$ cat src/rtl/uart_lfms_pkg.sv
package uart_lfms_pkg;

  ////////////////////////////////////////////////////////////////////////////
  // register byte offsets
  localparam int          ADDR_W         = 5;
  localparam logic [4:0]  OFS_DATA       = 5'h00;
  localparam logic [4:0]  OFS_ENABLE     = 5'h04;
  localparam logic [4:0]  OFS_FIFO       = 5'h08;
  localparam logic [4:0]  OFS_LINE_CTRL  = 5'h0C;
  localparam logic [4:0]  OFS_MODEM_CTRL = 5'h10;
  localparam logic [4:0]  OFS_LINE_STAT  = 5'h14;
  localparam logic [4:0]  OFS_CONFIG     = 5'h18;

  ////////////////////////////////////////////////////////////////////////////
  // reset values
  localparam logic [7:0]  RST_LINE_CTRL  = 8'h00;
  localparam logic [7:0]  RST_MODEM_CTRL = 8'h00;
  localparam logic [7:0]  RST_ENABLE     = 8'h00;
  localparam logic [7:0]  RST_DIV_LOW    = 8'h01;
  localparam logic [7:0]  RST_DIV_HIGH   = 8'h00;

  ////////////////////////////////////////////////////////////////////////////
  // field positions
  localparam int          LC_PAR_EN      = 3;
  localparam int          LC_PAR_EVEN    = 4;
  localparam int          LC_PAR_FORCE   = 5;
  localparam int          LC_BREAK       = 6;
  localparam int          LC_DIV_SEL     = 7;
  localparam int          LC_STOP        = 2;
  localparam int          MC_TERM_RDY    = 0;
  localparam int          MC_REQ_SEND    = 1;
  localparam int          MC_RING_LOOP   = 2;
  localparam int          MC_AUX_TWO     = 3;
  localparam int          MC_LOOP        = 4;
  localparam int          MC_XON_ANY     = 5;
  localparam int          MC_INFRARED    = 6;
  localparam int          MC_PRESCALE    = 7;
  localparam int          EN_RX_DATA     = 0;
  localparam int          EN_LINE_STAT   = 2;
  localparam int          CF_ALT_BUS     = 0;
  localparam int          CF_SW_FLOW     = 1;

  ////////////////////////////////////////////////////////////////////////////
  // cycle counts, in 16x baud ticks except PRESCALE_LAST, which counts clocks; then the XON and XOFF characters
  localparam logic [3:0]  TICKS_MID      = 4'h7;
  localparam logic [3:0]  TICKS_LAST     = 4'hF;
  localparam logic [5:0]  STOP_ONE       = 6'h0F;
  localparam logic [5:0]  STOP_ONEHALF   = 6'h17;
  localparam logic [5:0]  STOP_TWO       = 6'h1F;
  localparam logic [3:0]  IR_PULSE       = 4'h3;
  localparam logic [4:0]  IR_STRETCH     = 5'h10;
  localparam logic [1:0]  PRESCALE_LAST  = 2'h3;
  localparam logic [7:0]  CHAR_XON       = 8'h11;
  localparam logic [7:0]  CHAR_XOFF      = 8'h13;

  ////////////////////////////////////////////////////////////////////////////
  typedef enum logic [4:0] {
    TX_IDLE  = 5'h01,
    TX_START = 5'h02,
    TX_DATA  = 5'h04,
    TX_PAR   = 5'h08,
    TX_STOP  = 5'h10
  } tx_state_t;

  typedef enum logic [4:0] {
    RX_IDLE  = 5'h01,
    RX_START = 5'h02,
    RX_DATA  = 5'h04,
    RX_PAR   = 5'h08,
    RX_STOP  = 5'h10
  } rx_state_t;

  typedef struct packed {
    logic       brk;
    logic       frm;
    logic       par;
    logic [7:0] data;
  } rx_entry_t;

  typedef struct packed {
    logic termReadyN;
    logic reqSendN;
    logic auxTwoN;
  } modem_out_t;

endpackage : uart_lfms_pkg

$ cat src/rtl/uart_line_format_modem_status.sv
`timescale 1ns/10ps
module uart_line_format_modem_status
  import uart_lfms_pkg::*;
#(
  parameter int FIFO_DEPTH = 16
) (
  // clock and reset
  input  wire logic              clock,
  input  wire logic              reset,
  input  wire logic              ce,
  // avalon-mm slave
  input  wire logic [ADDR_W-1:0] address,
  input  wire logic              read,
  input  wire logic              write,
  input  wire logic [3:0]        byteenable,
  input  wire logic [31:0]       writedata,
  output logic      [31:0]       readdata,
  output logic                   waitrequest,
  // serial line
  input  wire logic              rxPin,
  output logic                   txPin,
  // modem
  input  wire logic              ringIndicatorInN,
  output modem_out_t             modemOut,
  // interrupts
  output logic                   irqOut,
  output logic                   irqDriveN,
  output logic                   irqSharedOut,
  output logic                   irqSharedDriveN
);

  localparam int         AW        = $clog2(FIFO_DEPTH);
  localparam logic [AW:0] DEPTH_CNT = (AW+1)'(FIFO_DEPTH);

  generate
    if (FIFO_DEPTH < 2 || FIFO_DEPTH > 256 || (1 << AW) != FIFO_DEPTH) begin : g_bad_depth
      $error("FIFO_DEPTH must be a power of two from 2 to 256");
    end
  endgenerate

  typedef rx_entry_t [FIFO_DEPTH-1:0] fifo_mem_t;

  typedef struct packed {
    logic [7:0]  lineCtrl;
    logic [7:0]  modemCtrl;
    logic [7:0]  alertEn;
    logic [7:0]  divLow;
    logic [7:0]  divHigh;
    logic [7:0]  rdData;
    logic        fifoEn;
    logic [1:0]  cfgBits;
    logic        ack;
    logic [1:0]  pre;
    logic [15:0] brg;
    tx_state_t   txSt;
    logic [7:0]  thr;
    logic [7:0]  txSh;
    logic        thrFull;
    logic        txParBit;
    logic        halted;
    logic [5:0]  txTick;
    logic [2:0]  txBit;
    rx_state_t   rxSt;
    logic [3:0]  rxTick;
    logic [2:0]  rxBit;
    logic [7:0]  rxSh;
    logic        rxPar;
    logic        rxZero;
    logic        brkHold;
    logic [4:0]  irHold;
    fifo_mem_t   mem;
    logic [AW-1:0] rdPtr;
    logic [AW:0] count;
    logic        overrun;
    logic        lsInt;
  } state_t;

  state_t s_r;
  state_t s_nxt;

  ////////////////////////////////////////////////////////////////////////////
  // helpers

  function automatic logic parityBit(input logic [7:0] d, input logic [7:0] lc);
    parityBit = lc[LC_PAR_FORCE] ? ~lc[LC_PAR_EVEN]
                                 : ((^d) ^ ~lc[LC_PAR_EVEN]);
  endfunction : parityBit

  function automatic logic anyErr(input fifo_mem_t m, input logic [AW-1:0] rp,
                                  input logic [AW:0] cnt);
    logic          e;
    logic [AW-1:0] idx;
    e = 1'b0;
    for (int i = 0; i < FIFO_DEPTH; i++) begin
      idx = rp + AW'(i);
      if ((AW+1)'(i) < cnt) begin
        e = e | m[idx].brk | m[idx].frm | m[idx].par;
      end
    end
    anyErr = e;
  endfunction : anyErr

  logic        preTick;
  logic        tick;
  logic [2:0]  lastBit;
  logic [7:0]  dataMask;
  logic [5:0]  stopLast;
  logic        txLine;
  logic        rxLine;
  logic        loopOn;
  logic        irOn;
  logic        divSel;
  logic        dataReady;
  logic        fifoFull;
  logic [AW:0] fifoLimit;
  rx_entry_t   head;
  logic [7:0]  lineStat;
  logic [7:0]  rdMux;
  logic        ringLevel;
  logic        intActive;
  logic        req;
  logic        done;
  logic        aligned;

  assign loopOn    = s_r.modemCtrl[MC_LOOP];
  assign irOn      = s_r.modemCtrl[MC_INFRARED];
  assign divSel    = s_r.lineCtrl[LC_DIV_SEL];
  // prescaler ticks every fourth clock when enabled
  assign preTick   = ~s_r.modemCtrl[MC_PRESCALE] | (s_r.pre == PRESCALE_LAST);
  assign tick      = preTick & (s_r.brg <= 16'h0001);
  assign lastBit   = 3'h4 + 3'(s_r.lineCtrl[1:0]);
  assign dataMask  = 8'hFF >> (2'h3 - s_r.lineCtrl[1:0]);
  assign stopLast  = ~s_r.lineCtrl[LC_STOP] ? STOP_ONE :
                     (s_r.lineCtrl[1:0] == 2'h0) ? STOP_ONEHALF : STOP_TWO;

  always_comb begin
    case (s_r.txSt)
      TX_START: txLine = 1'b0;
      TX_DATA:  txLine = s_r.txSh[0];
      TX_PAR:   txLine = s_r.txParBit;
      default:  txLine = 1'b1;
    endcase
    txLine = txLine & ~s_r.lineCtrl[LC_BREAK];
  end

  // infrared decode stretches a short high pulse into a low bit
  assign rxLine = loopOn ? txLine :
                  irOn   ? (s_r.irHold == 5'h00) : rxPin;
  // loopback parks the pin at its idle level for the chosen coding
  assign txPin  = loopOn ? ~irOn :
                  irOn   ? (~txLine & (s_r.txTick[3:0] < IR_PULSE)) : txLine;

  assign fifoLimit = s_r.fifoEn ? DEPTH_CNT : (AW+1)'(1);
  assign fifoFull  = s_r.count >= fifoLimit;
  assign dataReady = s_r.count != '0;
  assign head      = s_r.mem[s_r.rdPtr];
  assign lineStat  = {anyErr(s_r.mem, s_r.rdPtr, s_r.count),
                      ~s_r.thrFull & (s_r.txSt == TX_IDLE),
                      ~s_r.thrFull,
                      dataReady & head.brk,
                      dataReady & head.frm,
                      dataReady & head.par,
                      s_r.overrun,
                      dataReady};

  assign ringLevel = loopOn ? s_r.modemCtrl[MC_RING_LOOP] : ~ringIndicatorInN;
  assign intActive = (s_r.alertEn[EN_LINE_STAT] & s_r.lsInt) |
                     (s_r.alertEn[EN_RX_DATA] & dataReady);

  assign req     = read | write;
  assign done    = req & s_r.ack;
  assign aligned = address[1:0] == 2'h0;

  always_comb begin
    rdMux = 8'h00;
    if (aligned) begin
      case (address)
        OFS_DATA:       rdMux = divSel ? s_r.divLow :
                                (dataReady ? head.data : 8'h00);
        OFS_ENABLE:     rdMux = divSel ? s_r.divHigh : s_r.alertEn;
        OFS_FIFO:       rdMux = {7'h00, s_r.fifoEn};
        OFS_LINE_CTRL:  rdMux = s_r.lineCtrl;
        OFS_MODEM_CTRL: rdMux = s_r.modemCtrl;
        OFS_LINE_STAT:  rdMux = lineStat;
        OFS_CONFIG:     rdMux = {3'h0, ringLevel, 2'h0, s_r.cfgBits};
        default:        rdMux = 8'h00;
      endcase
    end
  end

  ////////////////////////////////////////////////////////////////////////////
  // next state

  always_comb begin
    logic          pop;
    logic          pushReq;
    logic          pushOk;
    logic          flush;
    logic          brk;
    logic          isFlow;
    logic          wrLow;
    rx_entry_t     pushVal;
    rx_entry_t     nextHead;
    logic          headEvt;
    logic [AW-1:0] wrPtr;
    logic [AW-1:0] nxtPtr;
    pop      = 1'b0;
    pushReq  = 1'b0;
    pushOk   = 1'b0;
    flush    = 1'b0;
    brk      = 1'b0;
    isFlow   = 1'b0;
    wrLow    = write & byteenable[0] & done & aligned;
    pushVal  = '0;
    nextHead = '0;
    headEvt  = 1'b0;
    wrPtr    = s_r.rdPtr + s_r.count[AW-1:0];
    nxtPtr   = s_r.rdPtr + AW'(1);
    s_nxt    = s_r;

    // one wait cycle, then the answer
    s_nxt.ack = req & ~s_r.ack;
    if (read & ~s_r.ack) begin
      s_nxt.rdData = rdMux;
    end

    // baud generator
    s_nxt.pre = s_r.modemCtrl[MC_PRESCALE] ? s_r.pre + 2'h1 : 2'h0;
    if (preTick) begin
      s_nxt.brg = (s_r.brg <= 16'h0001) ? {s_r.divHigh, s_r.divLow}
                                        : s_r.brg - 16'h0001;
    end

    // register writes
    if (wrLow) begin
      case (address)
        OFS_DATA: begin
          if (divSel) begin
            s_nxt.divLow = writedata[7:0];
            // restart the count so a new divisor acts at once, not after the old one drains
            s_nxt.brg    = 16'h0000;
          end else if (~s_r.thrFull) begin
            s_nxt.thr     = writedata[7:0];
            s_nxt.thrFull = 1'b1;
          end
        end
        OFS_ENABLE: begin
          if (divSel) begin
            s_nxt.divHigh = writedata[7:0];
            s_nxt.brg     = 16'h0000;
          end else begin
            s_nxt.alertEn = writedata[7:0];
          end
        end
        OFS_FIFO: begin
          s_nxt.fifoEn = writedata[0];
          flush        = writedata[1] | (writedata[0] != s_r.fifoEn);
        end
        OFS_LINE_CTRL:  s_nxt.lineCtrl  = writedata[7:0];
        OFS_MODEM_CTRL: s_nxt.modemCtrl = writedata[7:0];
        OFS_CONFIG:     s_nxt.cfgBits   = writedata[1:0];
        default: ;
      endcase
    end

    // reads with side effects, at the completing edge
    if (read & done & aligned) begin
      if (address == OFS_DATA && ~divSel && dataReady) begin
        pop = 1'b1;
      end
      if (address == OFS_LINE_STAT) begin
        s_nxt.lsInt = 1'b0;
        // overrun is cleared only if the host actually saw it set; lsInt clears on every such read
        if (s_r.rdData[1]) begin
          s_nxt.overrun = 1'b0;
        end
      end
    end

    // transmitter
    if (s_r.txSt == TX_IDLE) begin
      if (s_r.thrFull & ~s_r.halted) begin
        s_nxt.txSh     = s_r.thr & dataMask;
        s_nxt.txParBit = parityBit(s_r.thr & dataMask, s_r.lineCtrl);
        s_nxt.thrFull  = 1'b0;
        s_nxt.txTick   = 6'h00;
        s_nxt.txSt     = TX_START;
      end
    end else if (tick) begin
      s_nxt.txTick = s_r.txTick + 6'h01;
      case (s_r.txSt)
        TX_START: begin
          if (s_r.txTick[3:0] == TICKS_LAST) begin
            s_nxt.txTick = 6'h00;
            s_nxt.txBit  = 3'h0;
            s_nxt.txSt   = TX_DATA;
          end
        end
        TX_DATA: begin
          if (s_r.txTick[3:0] == TICKS_LAST) begin
            s_nxt.txTick = 6'h00;
            s_nxt.txSh   = s_r.txSh >> 1;
            s_nxt.txBit  = s_r.txBit + 3'h1;
            if (s_r.txBit == lastBit) begin
              s_nxt.txSt = s_r.lineCtrl[LC_PAR_EN] ? TX_PAR : TX_STOP;
            end
          end
        end
        TX_PAR: begin
          if (s_r.txTick[3:0] == TICKS_LAST) begin
            s_nxt.txTick = 6'h00;
            s_nxt.txSt   = TX_STOP;
          end
        end
        TX_STOP: begin
          if (s_r.txTick == stopLast) begin
            s_nxt.txSt = TX_IDLE;
          end
        end
        default: s_nxt.txSt = TX_IDLE;
      endcase
    end

    // infrared pulse stretcher
    if (irOn & rxPin) begin
      s_nxt.irHold = IR_STRETCH;
    end else if (tick & (s_r.irHold != 5'h00)) begin
      s_nxt.irHold = s_r.irHold - 5'h01;
    end

    // receiver
    if (s_r.rxSt == RX_IDLE) begin
      if (s_r.brkHold) begin
        s_nxt.brkHold = ~rxLine;
      end else if (~rxLine) begin
        s_nxt.rxTick = 4'h0;
        s_nxt.rxSh   = 8'h00;
        s_nxt.rxSt   = RX_START;
      end
    end else if (tick) begin
      s_nxt.rxTick = s_r.rxTick + 4'h1;
      case (s_r.rxSt)
        RX_START: begin
          if (s_r.rxTick == TICKS_MID) begin
            s_nxt.rxTick = 4'h0;
            s_nxt.rxBit  = 3'h0;
            s_nxt.rxZero = 1'b1;
            s_nxt.rxSt   = rxLine ? RX_IDLE : RX_DATA;
          end
        end
        RX_DATA: begin
          if (s_r.rxTick == TICKS_LAST) begin
            s_nxt.rxSh[s_r.rxBit] = rxLine;
            s_nxt.rxZero = s_r.rxZero & ~rxLine;
            s_nxt.rxBit  = s_r.rxBit + 3'h1;
            if (s_r.rxBit == lastBit) begin
              s_nxt.rxSt = s_r.lineCtrl[LC_PAR_EN] ? RX_PAR : RX_STOP;
            end
          end
        end
        RX_PAR: begin
          if (s_r.rxTick == TICKS_LAST) begin
            s_nxt.rxPar  = rxLine;
            s_nxt.rxZero = s_r.rxZero & ~rxLine;
            s_nxt.rxSt   = RX_STOP;
          end
        end
        RX_STOP: begin
          if (s_r.rxTick == TICKS_LAST) begin
            s_nxt.rxSt   = RX_IDLE;
            brk          = s_r.rxZero & ~rxLine;
            pushReq      = 1'b1;
            if (brk) begin
              pushVal       = '{brk: 1'b1, frm: 1'b1, par: 1'b0, data: 8'h00};
              s_nxt.brkHold = 1'b1;
            end else begin
              pushVal.data = s_r.rxSh;
              pushVal.frm  = ~rxLine;
              pushVal.par  = s_r.lineCtrl[LC_PAR_EN] &
                             (s_r.rxPar != parityBit(s_r.rxSh, s_r.lineCtrl));
              isFlow = s_r.cfgBits[CF_SW_FLOW] &
                       ((s_r.rxSh == CHAR_XON) | (s_r.rxSh == CHAR_XOFF));
              if (s_r.modemCtrl[MC_XON_ANY]) begin
                s_nxt.halted = 1'b0;
              end
              if (s_r.cfgBits[CF_SW_FLOW] & (s_r.rxSh == CHAR_XON)) begin
                s_nxt.halted = 1'b0;
              end
              if (s_r.cfgBits[CF_SW_FLOW] & (s_r.rxSh == CHAR_XOFF)) begin
                s_nxt.halted = 1'b1;
              end
              pushReq = ~isFlow;
            end
          end
        end
        default: s_nxt.rxSt = RX_IDLE;
      endcase
    end

    // receive fifo; a full fifo keeps its contents and flags overrun
    pushOk = pushReq & (~fifoFull | pop);
    if (pushReq & ~pushOk) begin
      s_nxt.overrun = 1'b1;
      s_nxt.lsInt   = 1'b1;
    end
    if (pushOk) begin
      s_nxt.mem[wrPtr] = pushVal;
    end
    if (pop) begin
      s_nxt.rdPtr = nxtPtr;
    end
    s_nxt.count = s_r.count + (AW+1)'(pushOk) - (AW+1)'(pop);
    // interrupt as an errored character reaches the head
    if (pop) begin
      nextHead = (s_r.count > (AW+1)'(1)) ? s_r.mem[nxtPtr] : pushVal;
      headEvt  = (s_r.count > (AW+1)'(1)) | pushOk;
    end else begin
      nextHead = pushVal;
      headEvt  = pushOk & ~dataReady;
    end
    if (headEvt & (nextHead.brk | nextHead.frm | nextHead.par)) begin
      s_nxt.lsInt = 1'b1;
    end
    if (flush) begin
      s_nxt.count = '0;
      s_nxt.rdPtr = '0;
    end

    if (reset) begin
      s_nxt           = '0;
      s_nxt.lineCtrl  = RST_LINE_CTRL;
      s_nxt.modemCtrl = RST_MODEM_CTRL;
      s_nxt.alertEn   = RST_ENABLE;
      s_nxt.divLow    = RST_DIV_LOW;
      s_nxt.divHigh   = RST_DIV_HIGH;
      s_nxt.txSt      = TX_IDLE;
      s_nxt.rxSt      = RX_IDLE;
    end
  end

  always_ff @(posedge clock) begin
    if (reset || ce) begin
      s_r <= s_nxt;
    end
  end

  ////////////////////////////////////////////////////////////////////////////
  // outputs

  assign readdata    = {24'h000000, s_r.rdData};
  assign waitrequest = req & ~s_r.ack;

  assign modemOut.termReadyN = ~s_r.modemCtrl[MC_TERM_RDY];
  assign modemOut.reqSendN   = ~s_r.modemCtrl[MC_REQ_SEND];
  assign modemOut.auxTwoN    = ~s_r.modemCtrl[MC_AUX_TWO];

  assign irqOut          = intActive;
  // the push-pull interrupt floats unless bit 3 enables it and the alternate bus bit is clear
  assign irqDriveN       = ~(s_r.modemCtrl[MC_AUX_TWO] & ~s_r.cfgBits[CF_ALT_BUS]);
  assign irqSharedOut    = 1'b0;
  assign irqSharedDriveN = ~(s_r.cfgBits[CF_ALT_BUS] & intActive);

endmodule : uart_line_format_modem_status

$ cat config.mk
export PLATFORM = sky130hd
export DESIGN_NAME = uart_line_format_modem_status
export DESIGN_NICKNAME = d
export VERILOG_FILES = /design/src/rtl/uart_lfms_pkg.sv /design/src/rtl/uart_line_format_modem_status.sv
export SDC_FILE = /design/constraint.sdc
export NUM_CORES = 1
export LEC_CHECK = 0
export BUFFER_PORTS_ARGS = -buffer_cell sky130_fd_sc_hd__buf_2
export CORE_MARGIN = 8
export CORE_UTILIZATION = 34
export CTS_CLUSTER_SIZE = 40
export DETAILED_ROUTE_END_ITERATION = 10
export SLEW_MARGIN = 20
export SYNTH_ARGS = -nofsm -noshare
export SYNTH_HDL_FRONTEND = slang
export SYNTH_SLANG_ARGS = --single-unit
$ cat constraint.sdc
create_clock -name clock -period 10.44 [get_ports clock]
set_input_delay 2.088 -clock clock [delete_from_list [all_inputs] [get_ports clock]]
set_output_delay 2.088 -clock clock [all_outputs]
set_load 0.01 [all_outputs]
==> results of run 1 <==
## Yosys cell counts (11+ instances only)
| library cell | n | area share [%] |
|---|---|---|
| sky130_fd_sc_hd__mux2i_1 | 39 | 2.0 |
| sky130_fd_sc_hd__nor4_1 | 12 | 0.39 |
| sky130_fd_sc_hd__and3_1 | 14 | 0.46 |
| sky130_fd_sc_hd__buf_1 | 21 | 0.41 |
| sky130_fd_sc_hd__nand3_1 | 24 | 0.62 |
| sky130_fd_sc_hd__a211oi_1 | 11 | 0.43 |
| sky130_fd_sc_hd__a21oi_1 | 228 | 5.9 |
| sky130_fd_sc_hd__nor2_1 | 127 | 2.5 |
| sky130_fd_sc_hd__buf_2 | 13 | 0.34 |
| sky130_fd_sc_hd__nor3_1 | 57 | 1.5 |
| sky130_fd_sc_hd__edfxtp_1 | 318 | 50 |
| sky130_fd_sc_hd__clkbuf_1 | 81 | 1.6 |
| sky130_fd_sc_hd__ha_1 | 39 | 2.5 |
| sky130_fd_sc_hd__xnor2_1 | 31 | 1.4 |
| sky130_fd_sc_hd__inv_1 | 49 | 0.96 |
| sky130_fd_sc_hd__buf_4 | 41 | 1.6 |
| sky130_fd_sc_hd__and2_1 | 12 | 0.39 |
| sky130_fd_sc_hd__o21ai_0 | 43 | 1.1 |
| sky130_fd_sc_hd__mux4_2 | 66 | 7.7 |
| sky130_fd_sc_hd__nor2b_1 | 20 | 0.65 |
| sky130_fd_sc_hd__a31oi_1 | 15 | 0.49 |
| sky130_fd_sc_hd__xor2_1 | 12 | 0.55 |
| sky130_fd_sc_hd__nand2_1 | 465 | 9.1 |
## through the flow
step           instance area, um^2  util, %  hold WS (ns)  setup WS, ns  instances
3_5_place_dp                 19900     35.5         0.504          4.10       2595
4_1_cts                      21100     37.5         0.519          4.65       2661
2_1_floorplan                19300        -         0.484          2.58       1934
6_report                     21100     37.6         0.518          4.78       2663
5_1_grt                      21100     37.6         0.558          4.55       2662
3_3_place_gp                 19900     35.4         0.504          4.19       2595
## final cells by class
class	instances	area (um^2)	area share, %
tap	756	946	4.48
sequential	318	9550	45.2
multi-input combinational	1410	8880	42.1
inverter	50	188	0.889
clock inverter	20	160	0.759
timing repair buffer	62	402	1.90
clock buffer	46	981	4.65
antenna	1	2.50	0.0119
## routing by layer
metal	up-vias	part of all wire, %	GRT usage (%)
met5	-	0.022	0
met4	2	2.4	4.53
met3	98	7.7	3.10
met2	614	48	27.2
met1	7309	42	21.8
li1	6830	-	-
## power breakdown
group | internal [mW] | switching, mW
clock | 0.718 | 0.540
combinational | 0.257 | 0.466
sequential | 1.53 | 0.0880
## critical path, delay by kind of cell
kind | cells | cell delay, ns
AND/OR/NAND/NOR | 6 | 2.72
buffers and inverters | 3 | 0.94
## cells by family after synthesis
kind of cell | after synthesis | synth area share (%)
buf+inv | 206 | 4.91
compound gates | 395 | 12.2
xor+xnor | 43 | 1.96
simple gates | 798 | 18.6
flops | 318 | 49.7
other cells | 1 | 0.0195
fa+ha+maj | 41 | 2.75
mux | 108 | 9.94
## sequential cells by signal, indices dropped and copies added, names as in the netlist
register	flops
divSel	1
lineStat	1
loopOn	1
readdata	8
irOn	1
s_r	306
## cell usage in the layout, fill, tap and decap left out, types with 13 or more instances in the layout
cell	n
sky130_fd_sc_hd__buf_2	35
sky130_fd_sc_hd__nand3_1	24
sky130_fd_sc_hd__o21ai_0	40
sky130_fd_sc_hd__nor2b_1	20
sky130_fd_sc_hd__nand2_1	464
sky130_fd_sc_hd__and3_1	14
sky130_fd_sc_hd__mux4_2	66
sky130_fd_sc_hd__ha_1	39
sky130_fd_sc_hd__clkbuf_16	38
sky130_fd_sc_hd__a21oi_1	228
sky130_fd_sc_hd__clkinv_1	13
sky130_fd_sc_hd__a31oi_1	15
sky130_fd_sc_hd__nor3_1	55
sky130_fd_sc_hd__conb_1	25
sky130_fd_sc_hd__nor2_1	126
sky130_fd_sc_hd__xnor2_1	31
sky130_fd_sc_hd__mux2i_1	39
sky130_fd_sc_hd__edfxtp_1	318
sky130_fd_sc_hd__buf_4	25
sky130_fd_sc_hd__inv_1	48
## worst max path at each step
stage                           from                     end  slack [ns]  depth (start not counted)
after floorplan           address[4]  s_r[100]$_SDFFCE_PP0P_        2.58                          6
after global placement    address[4]  s_r[179]$_SDFFCE_PP0P_        4.19                          8
after detailed placement  address[4]  s_r[146]$_SDFFCE_PP0P_        4.10                          8
after CTS                 address[4]  s_r[146]$_SDFFCE_PP0P_        4.65                          8
after global routing      address[4]   s_r[60]$_SDFFCE_PP0P_        4.55                          9
final                     address[4]  s_r[146]$_SDFFCE_PP0P_        4.78                          9
==> impl.org, run 1 <==
** Setup path
- Type of the worst setup path :: primary input to flip-flop
- Arrival time at the worst endpoint :: 5.87 ns
- Element type at the critical path end :: flip-flop
- Delay of the slowest cell on the worst path :: ~0.82 ns
- Worst r2r path cells :: 9
- In this run the worst path has a maximum fanout of 60.
- STA classifies the critical path startpoint as a primary input.
- In this run the register-to-register setup slack is between 5 and 6 ns.
- Slowest cell on the critical path :: sky130_fd_sc_hd__nor4b_1
- STA puts the critical path data required time at 10.66 ns.
- Critical R2R Launch :: s_r[260]$_SDFFCE_PP0P_
- In this run the critical register-to-register path is captured at s_r[146]$_SDFFCE_PP0P_.
- Worst-path cell chain :: buf_2 > nor4_1 > nor4b_1 > nand4_1 > nand2_1 > nand3_1 > nand2_4 > buf_4 > buf_16

** Floorplanning
- Die area :: 64,400 um^2
- After floorplanning, the core was divided into 87 placement rows.
- After floorplanning, the core was sized to cover 56,200 um^2.
- Die outline height :: 254 um
- The initial utilization of the core area, before any placement, comes to 34.2%.
- In this run the horizontal extent of the chip is around 250 um.
- Number of ports placed on the die boundary :: between 80 and 90

** Logic synthesis
- Number of synthesized flops with an enable pin :: around 320
- Number of flip-flops and latches in the synthesized netlist :: around 320
- After synthesis, flip-flops and latches occupy 49.7% of the total area.
- After synthesis, the share of flip-flops with an asynchronous set or reset is 0%.
- Among all flip-flop cells after synthesis, the most frequent one is sky130_fd_sc_hd__edfxtp_1.
- The cell area that synthesis handed to floorplanning was a little under 20,000 um^2.
- After synthesis, the mean cell area works out to a little over 10 um^2.
- Number of unique standard cell types used by synthesis :: 76
- Post-synthesis instance total :: 1,910
- The Yosys step of the flow raised 0 warnings.

** Route
- Dividing the detail-routed via count by the number of cells gives 5.58.
- Average wire length per cell after detail routing :: slightly above 20 um
- For this block, the routed nets add up to 54,100 um of wire.
- The detailed router placed approximately 15,000 vias in this run.
- For this run, design rule violations remaining after detail routing come to 0.
- First-pass DRT Iterations :: 5
- The first routing iteration left around 1,700 violations.
- Antenna viol nets, final :: 0

** GRT
- Global route total overflow :: 0
- Vias in the first global route :: roughly 14,000
- Global routing used roughly 16% of the available tracks.
- Maximum number of pins on one net before global-route repair :: 100
- First-pass GRT wire length :: 84,200 um
- Initial antenna violation count :: 2

** Placement
- Placer Congestion :: 0.873
- After legalization and detailed placement, the total HPWL measured ~37,000 um.
- Port bufs :: 36

** STA
- Top achievable clock speed :: approximately 180 MHz
- The number of max-slew violations in the final report came to 0.
- The worst pin sits at a relative slew slack of a little over a fifth.
- The hold violation count in the final report was 0.
- Final min period :: around 5.7 ns
- The clock arrives with between 0.02 and 0.025 ns of skew.
- Setup repair after global routing missed its margin :: false
- Period utilization :: approximately 54%
- Measured slew at the worst slew-check pin :: between 1 and 1.5 ns
- Setup violations remaining at the end of the flow were counted as 0.
- Final setup TNS :: 0 ns

** Flow run
- The tool flagged a number of max-cap violations equal to 0.

** Power and ir drop
- Leakage :: ~7.5 nW
- The design draws roughly 3.6 mW.
- PwrDens :: around 170 nW/um^2
- Max rail drop VDD :: ~94 uV

** CTS
- Buffers added to address setup during post-CTS repair amount to 0.
- TritonCTS built the clock tree.
- CTS built an H-tree with a depth of 2.
- After clock tree synthesis, the repair step resized 0 gates.
- The number of clock buffers added by TritonCTS is 36.
- Clock-pin slew was measured on the worst setup and hold paths at roughly 0.06 ns.
- The tree is rooted in a sky130_fd_sc_hd__clkbuf_16.
- The tree built by TritonCTS fans out to between 300 and 400 sinks.
- Worst-Skew Late Latency :: between 0.5 and 0.6 ns
- Clock Path Buffers :: 3
- For this design, the CTS-stage hold fixing added 0 buffers.

** Min path
- Terminating pin of the worst hold path :: s_r[232]$_SDFFCE_PP0P_
- Worst hold-check path type :: flip-flop to flip-flop
- The worst hold path begins at s_r[233]$_SDFFCE_PP0P_.
- Counting instances, the worst hold path has a depth of 2.

** Final layout
- Fraction of layout cells with a size suffix above 1 :: around a tenth
- Final layout net count :: about 2,000
- The layout has between 5,000 and 6,000 filler cells.
- From synthesis to final layout, the design area changed by 9.76%.

** Outcome
- The flow ran to the end, and the final reports show no timing, DRC or antenna violations.
(Power assumes the default switching activity.)
==> inputs of run 2 (changes only) <==
Settings changed: ABC_AREA from default to 1.
Clock period 10.44 ns to 5.6 ns, I/O delays scaled along.
==> run 2 against run 1 <==
Combinational power grew 85%. Flip-flop and latch count is the same. Non-clock buffer count grew 4. Die area grew 2.4%. Sequential share of layout area shrank 0.91 points. Wire length grew 4.1%. Worst hold slack gained 0.013 ns. Largest power group unchanged.
==> impl.org, run 2 <==
** Outcome
- The run finished with clean final reports.

** Floorplanning
- Number of ports placed on the die boundary :: roughly 90
- Die outline height :: approximately 260 um
- Horiz. Die Dim :: around 260 um
- Core Footprint :: ~58,000 um^2
- The floorplan has between 80 and 90 rows.
- Initial core utilization :: approximately a third
- The die covers between 60,000 and 70,000 um^2.

** Flow run
- Max-cap violations in this run came to 0.

** Logic synthesis
- After synthesis the cells add up to 19,700 um^2.
- Yosys warnings :: 0
- Counting flops with an async set or reset pin after synthesis yields a share of 0%.
- The synthesized design spends more area on one cell type than any other, namely sky130_fd_sc_hd__edfxtp_1.
- Number of unique standard cell types used by synthesis :: 60
- Counting instances in the post-synthesis netlist gives the leading cell types as 466 x sky130_fd_sc_hd__nand2_1, 318 x sky130_fd_sc_hd__edfxtp_1, 260 x sky130_fd_sc_hd__o21ai_0, 222 x sky130_fd_sc_hd__a21oi_1, 209 x sky130_fd_sc_hd__nor2_1.
- Number of flip-flops and latches in the synthesized netlist :: 318
- In this run, synthesis inferred about 320 flip-flops with an integrated enable.
- Primary flip-flop cell chosen by synthesis mapping :: sky130_fd_sc_hd__edfxtp_1
- Post-synthesis instance total :: between 2,000 and 2,500
- Cell with the most instances after synthesis :: sky130_fd_sc_hd__nand2_1
- Ranked by total cell area, the synthesized netlist is headed by sky130_fd_sc_hd__edfxtp_1 48%, sky130_fd_sc_hd__nand2_1 8.9%, sky130_fd_sc_hd__o21ai_0 6.6%.
- The share of synthesized area in the top cell type comes to approximately half.
- A synthesized cell averages approximately 8.4 um^2.
- Sequential cells were found to cover between 40% and 50% of the synthesized design area.

** CTS
- Post-CTS resize count :: 0
- Clock tree from TritonCTS :: built
- Post-CTS setup buffer count :: 0
- Total clock buffers created by CTS :: 38
- After clock tree synthesis, the clock-pin slew on the worst setup and hold paths is roughly 0.070 ns.
- Cell at the root of the clock tree :: sky130_fd_sc_hd__clkbuf_16
- CTS saw approximately 320 sinks.
- No sink is reached through more buffers than the 3 on the longest clock path.
- Worst-Skew Late Latency :: about 0.57 ns
- In this run the number of H-tree levels came out at 2.
- Hold-fix buffers, CTS :: 0

** Power and ir drop
- Across the VDD grid, the largest voltage drop is 258 uV.
- Leakage :: 8.43 nW
- Final total power :: roughly 7 mW
- PwrDens :: around 320 nW/um^2

** Setup path
- Worst-path cell chain :: buf_4 > clkinv_2 > ha_1 > buf_4 > clkinv_1 > nand3_1 > nand2_1 > nand3_1 > nand2_1 > nand3_1 > nand2_1 > nor2_1 > nand2_1 > nand2_1 > inv_1 > nand3_1 > nand2_1 > inv_1
- At the worst endpoint, the arrival time is approximately 4.7 ns.
- The kind of cell with the highest combined delay along the critical path is buffers and inverters.
- Most repeated library cell on the critical path :: sky130_fd_sc_hd__nand2_1
- At the worst endpoint, the required time is between 5 and 6 ns.
- Together, buffers and inverters on the worst path number 6.
- The worst register-to-register path begins at s_r[7]$_SDFFCE_PP0P_.
- Launching element type of the critical path :: flip-flop
- Crit path depth :: 18
- On the worst path, the slowest cell contributes a delay of roughly 0.64 ns.
- R2R setup slack :: ~1.2 ns
- The worst setup path is captured at a flip-flop.
- Type of the worst setup path :: flip-flop to flip-flop
- Slowest cell on the critical path :: sky130_fd_sc_hd__clkinv_1
- The worst register-to-register path ends at s_r[0]$_SDFFCE_PP0P_.
- In this run the worst path has a maximum fanout of 42.
- Worst r2r path cells :: 18

** GRT
- Maximum number of pins on one net before global-route repair :: 116
- The via count of the first global-routing pass was between 15,000 and 20,000.
- All-Layer GR Usage :: about 17%
- The initial antenna violation count came to 0.
- The first global-routing pass estimated 88,900 um of wire.
- Global route total overflow :: 0

** STA
- Min setup slack post-route :: approximately 1.2 ns
- Timing would allow up to approximately 230 MHz.
- After layout, the worst path uses between 70% and 80% of the clock period.
- The number of max-slew violations in the final report came to 0.
- Between clock sinks in the finished design, the worst skew comes to 0.0337 ns.
- Setup violations remaining at the end of the flow were counted as 0.
- After layout, the minimum clock period comes to ~4.4 ns.
- Count of endpoints failing hold in the final timing report :: 0
- Hold is met by between 0.5 and 0.6 ns.
- The worst pin sits at a relative slew slack of 29.8%.
- For the pin with the worst max-slew slack, the measured transition is roughly 1.1 ns.
- Setup total negative slack on the finished layout was measured at 0 ns.
- Setup repair after global routing left no endpoint under its margin.

** Final layout
- Final non-filler cell area :: approximately 22,000 um^2
- The final layout contains 2,385 nets.
- From synthesis to final layout, the design area changed by 9.20%.
- End-of-flow core utilization :: about 37%
- Register containing the most flip-flops in the final layout :: s_r
- After the flow finishes, the layout carries non-filler instances totaling slightly above 3,000.
- The register with the most flip-flops in the layout has just over 300 of them.
- Of the cells placed in the final design, the portion with a size suffix greater than 1 is a little over 9%.
- Commonest non-fill, non-tap cell in the layout :: sky130_fd_sc_hd__nand2_1
- The library cells used most frequently in the layout, excluding fill and tap cells, are 466 x sky130_fd_sc_hd__nand2_1, 318 x sky130_fd_sc_hd__edfxtp_1, 258 x sky130_fd_sc_hd__o21ai_0, 222 x sky130_fd_sc_hd__a21oi_1.
- 0 antenna diodes ended up in the layout.

** Min path
- Terminating pin of the worst hold path :: s_r[228]$_SDFFCE_PP0P_
- Worst hold-check path type :: flip-flop to flip-flop
- Worst hold path stage count :: 1
- Origin of the worst min-delay path :: s_r[229]$_SDFFCE_PP0P_

** Placement
- Placement-stage cell area :: between 20,000 and 25,000 um^2
- Number of placed instances, taps included :: between 3,000 and 4,000
- Before CTS, the worst setup slack after placement is between 1 and 1.5 ns.
- In this run the tool buffered the top-level ports with 36 buffer cells.
- Placer Congestion :: a little over 0.9
- Summed over all nets, the half-perimeter wirelength after detailed placement is between 30,000 and 40,000 um.

** Route
- After detailed routing, the number of vias per cell comes to 5.42.
- In the final routed layout, each cell accounts on average for between 15 and 20 um.
- The routed layout has 16,700 vias.
- For this block, the routed nets add up to roughly 56,000 um of wire.
- Antenna viol nets, final :: 0
- The detailed router finished its first iteration with approximately 1,800 violations.
- Before antenna repair, the detailed router went through 7 iterations.
- In the routed design, unresolved DRC markers number 0.
-- run 2: how the worst max path moves through the flow --
stage	start	end	slack, ns
CTS	s_r[7]$_SDFFCE_PP0P_	s_r[0]$_SDFFCE_PP0P_	1.29
finish	s_r[7]$_SDFFCE_PP0P_	s_r[0]$_SDFFCE_PP0P_	1.21
detailed placement	s_r[7]$_SDFFCE_PP0P_	s_r[0]$_SDFFCE_PP0P_	1.31
floorplan	address[1]	s_r[100]$_SDFFCE_PP0P_	0.06
global route	s_r[7]$_SDFFCE_PP0P_	s_r[0]$_SDFFCE_PP0P_	0.80
global placement	s_r[7]$_SDFFCE_PP0P_	s_r[0]$_SDFFCE_PP0P_	1.27
-- run 2: layer usage --
layer | vias to the layer above | GRT usage, % | share of wire (%)
met5 | - | 0 | 0
met4 | 0 | 6.38 | 3.5
met3 | 107 | 2.97 | 7.8
met2 | 709 | 26.1 | 45
met1 | 7909 | 22.4 | 44
li1 | 8012 | - | -
-- run 2: cells by family (layout without fill, tap and decap cells) --
| family | count (synthesis) | count (layout) | synth area share (%) |
|---|---|---|---|
| AND/OR/NAND/NOR | 985 | 985 | 22.4 |
| AO/OA/AOI/OAI | 600 | 600 | 16.6 |
| buffers and inverters | 359 | 322 | 8.44 |
| flip-flops | 318 | 318 | 48.4 |
| adder cells (fa/ha/maj) | 41 | 41 | 2.68 |
| XOR/XNOR | 31 | 31 | 1.41 |
| other | 1 | 25 | 0.0190 |
| multiplexers | 1 | 1 | 0.0571 |
-- run 2: layout make-up --
class	instances	area, um^2
Clock buffer	44	995
Clock inverter	23	238
Fill cell	5778	36000
Inverter	189	713
Multi-Input combinational cell	1683	8640
Sequential cell	318	9550
Tap cell	765	957
Timing Repair Buffer	66	450
-- run 2: worst reg2reg max path: cells and delay by family (launching register included) --
kind,cells,cell delay [ns]
adders and majority gates,1,0.47
buffers and inverters,6,1.95
DFF,1,0.32
and+or+nand+nor,11,1.37
-- run 2: power breakdown --
group	switching, mW	total [mW]	leakage, nW	internal [mW]
Combinational	0.929	1.34	4.62	0.407
Clock	1.03	2.49	0.591	1.46
Sequential	0.150	3.05	3.21	2.90
Total	2.11	6.87	8.43	4.76
==> inputs of run 3 (changes only) <==
Settings changed: ABC_AREA 1 to 0.
Clock period 5.6 ns to 3.9 ns, I/O delays scaled along.
==> run 3 against run 2 <==
First-iteration DRC count is 15% lower. Critical path depth shrank 2. Sequential power is 42% higher. Via count is 11% lower. Total power grew 44%. Worst hold slack got worse by 0.011 ns. Maximum frequency increased by 20%. Non-clock buffer count up 39. Clock-buffer cell count stayed put. Register-to-register slack worse by 0.97 ns. Clock power rose by 44%. Combinational power is 50% higher. Critical endpoint is now s_r[6]$_SDFFCE_PP0P_.
==> impl.org, run 3 (synthesis results as in run 1) <==
** CTS
- The H-tree was split into 2 levels.
- The tree built by TritonCTS fans out to approximately 320 sinks.
- Buffers inserted during clock tree synthesis total 38.
- Worst-Skew Late Latency :: about 0.56 ns
- The clock passes through at most 3 buffers.
- TritonCTS built the clock tree.
- After clock tree synthesis, the clock-pin slew on the worst setup and hold paths is about 0.060 ns.
- In this run the clock root is driven by a sky130_fd_sc_hd__clkbuf_16.
- Hold-fix buffers, CTS :: 0

** Route
- The detail route stage leaves a number of antenna-violating nets equal to 0.
- Final Routed Wirelength :: between 50,000 and 60,000 um
- For this run, design rule violations remaining after detail routing come to 0.
- Iteration-0 DRC Markers :: 1,524
- After detailed routing, the average wire length per cell comes to roughly 20 um.
- The first TritonRoute pass finished after 5 iterations.
- For this block, the via count after detailed routing is 14,900.
- After detailed routing, the number of vias per cell comes to around 5.5.

** Power and ir drop
- The analysis attributes to cell leakage a power of roughly 7.8 nW.
- Proportion of power drawn by flip-flops and latches :: between 40% and 50%
- Combinational cell fraction of total power :: 20.3%
- Net switching power of the design :: between 2 and 3 mW
- Switching power share of the total :: roughly 30%
- Dividing total power by cell area gives a power density of 459 nW/um^2.
- Clk network pwr share :: 36.1%
- The internal power of the cells totals just under 7 mW.
- Across the VDD grid, the largest voltage drop is 256 uV.

** Setup path
- Arrival time at the worst endpoint :: ~4.1 ns
- The worst setup path is captured at a flip-flop.
- STA classifies the critical path startpoint as a flip-flop.
- The critical path in this run is classified as flip-flop to flip-flop.
- Largest fanout on the critical path :: 6
- Required time worst endpoint :: about 4.3 ns

** STA
- Setup violations remaining at the end of the flow were counted as 0.
- Slew headroom :: between 30% and 40%
- Setup repair after global routing left no endpoint under its margin.
- Period utilization :: 93.8%
- Final min period :: 3.66 ns
- Final setup TNS :: 0 ns
- Worst setup skew after layout :: 0.0354 ns
- For the pin with the worst max-slew slack, the measured transition is around 0.94 ns.
- The worst path meets setup with 0.240 ns of slack.
- Top achievable clock speed :: 273 MHz
- The number of max-slew violations in the final report is 0.
- Hold is met by 0.520 ns.
- Count of endpoints failing hold in the final timing report :: 0

** Placement
- OpenSTA, run right after detailed placement, puts the worst setup slack at between 0.08 and 0.09 ns.
- Port buffering added 36 buffers.
- The congestion estimate from routability-driven global placement came to approximately 0.9.
- The HPWL after detailed placement is between 30,000 and 40,000 um.

** Final layout
- The register with the most flip-flops in the layout has 306 of them.
- Final layout net count :: just over 2,000
- The library cell used most frequently in the layout, excluding fill and tap cells, is sky130_fd_sc_hd__nand2_1.
- Cells fill about two fifths of the core in the end.
- In the final layout, the share of cells above drive strength 1 is 13.1%.
- Register containing the most flip-flops in the final layout :: s_r
- Top library cells by usage in the layout, fill and taps aside :: 463 x sky130_fd_sc_hd__nand2_1, 318 x sky130_fd_sc_hd__edfxtp_1, 228 x sky130_fd_sc_hd__a21oi_1, 127 x sky130_fd_sc_hd__nor2_1, 66 x sky130_fd_sc_hd__mux4_2
- From synthesis to final layout, the design area changed by 12.2%.

** Outcome
- Result of the run :: finished, final reports clean

** Min path
- The tightest min-delay check is of the flip-flop to flip-flop type.

** Floorplanning
- Row cnt :: between 80 and 90
- The die is between 200 and 300 um wide.
- The floorplan step set the die height to 254 um.
- The die covers about 64,000 um^2.
- Once the floorplan was initialized, standard cells occupied 34.2% of the core.
- Number of ports placed on the die boundary :: 89
- Core Footprint :: ~56,000 um^2

** GRT
- The first global-routing pass estimated 83,900 um of wire.
- Global route total overflow :: 0
- Vias in the first global route :: about 14,000
- The initial antenna violation count came to 1.
- All-Layer GR Usage :: between 10% and 20%
- Entering global routing, the biggest net connects 117 pins.

** Flow run
- Total of max-cap violations :: 0
## run 3: what timing repair did
| action | in CTS | in global routing |
|---|---|---|
| setup buffers | 0 | 2 |
| gates resized for setup | 0 | 6 |
| endpoints found under the setup margin | 0 | 1 |
## run 3: layout make-up
type                            count  area (um^2)
Fill cell                        5500        34600
Sequential cell                   318         9550
Multi-Input combinational cell   1410         8870
Clock buffer                       44          973
Tap cell                          756          946
Timing Repair Buffer              105          783
Clock inverter                     23          260
Inverter                           50          188
Antenna cell                        1         2.50
## run 3: worst paths after layout
path / from / endpoint / slack (ns) / cells after the start
worst max-delay path: s_r[187]$_SDFFCE_PN0P_ / s_r[6]$_SDFFCE_PP0P_ / 0.24 / 16
worst min-delay path: s_r[233]$_SDFFCE_PP0P_ / s_r[232]$_SDFFCE_PP0P_ / 0.52 / 2
worst max register to register: s_r[187]$_SDFFCE_PN0P_ / s_r[6]$_SDFFCE_PP0P_ / 0.24 / 16
worst min register to register: s_r[233]$_SDFFCE_PP0P_ / s_r[232]$_SDFFCE_PP0P_ / 0.52 / 2
## run 3: power by group through the flow
stage	Sequential [mW]	Combinational (mW)	Clock (mW)
2_1_floorplan	4.29	1.41	0
3_3_place_gp	4.37	1.94	0
3_5_place_dp	4.38	1.97	0
4_1_cts	4.31	1.98	3.63
5_1_grt	4.35	2.20	3.77
6_report	4.32	2.01	3.58
## run 3: per-stage QoR
stage	instance area, um^2	std cells	total power [mW]
after floorplan	19300	1934	5.71
after global placement	20300	2637	6.31
after detailed placement	20300	2637	6.36
after CTS	21500	2704	9.93
after global routing	21600	2706	10.3
final	21600	2707	9.90
## run 3: per-layer routing
| layer | GRT usage (%) | up-vias | part of all wire (%) |
|---|---|---|---|
| met1 | 22.0 | 7329 | 42 |
| met2 | 26.9 | 596 | 47 |
| li1 | - | 6919 | - |
| met3 | 2.51 | 85 | 7.6 |
| met4 | 4.69 | 2 | 2.4 |
| met5 | 0 | - | 0.024 |
## run 3: worst max-delay path: stages, from the launching register on
cell and delay [ns]:
sky130_fd_sc_hd__edfxtp_1 0.41, sky130_fd_sc_hd__inv_1 0.08, sky130_fd_sc_hd__ha_1 0.19, sky130_fd_sc_hd__or4b_2 0.67, sky130_fd_sc_hd__mux2i_4 0.21, sky130_fd_sc_hd__nand2_2 0.11
sky130_fd_sc_hd__o311ai_1 0.14, sky130_fd_sc_hd__a21oi_1 0.14, sky130_fd_sc_hd__buf_4 0.18, sky130_fd_sc_hd__nand3_1 0.08, sky130_fd_sc_hd__nand2_1 0.06, sky130_fd_sc_hd__ha_1 0.20
sky130_fd_sc_hd__fa_1 0.41, sky130_fd_sc_hd__a21oi_1 0.15, sky130_fd_sc_hd__nor2_1 0.06, sky130_fd_sc_hd__or3_1 0.30, sky130_fd_sc_hd__a21oi_1 0.14
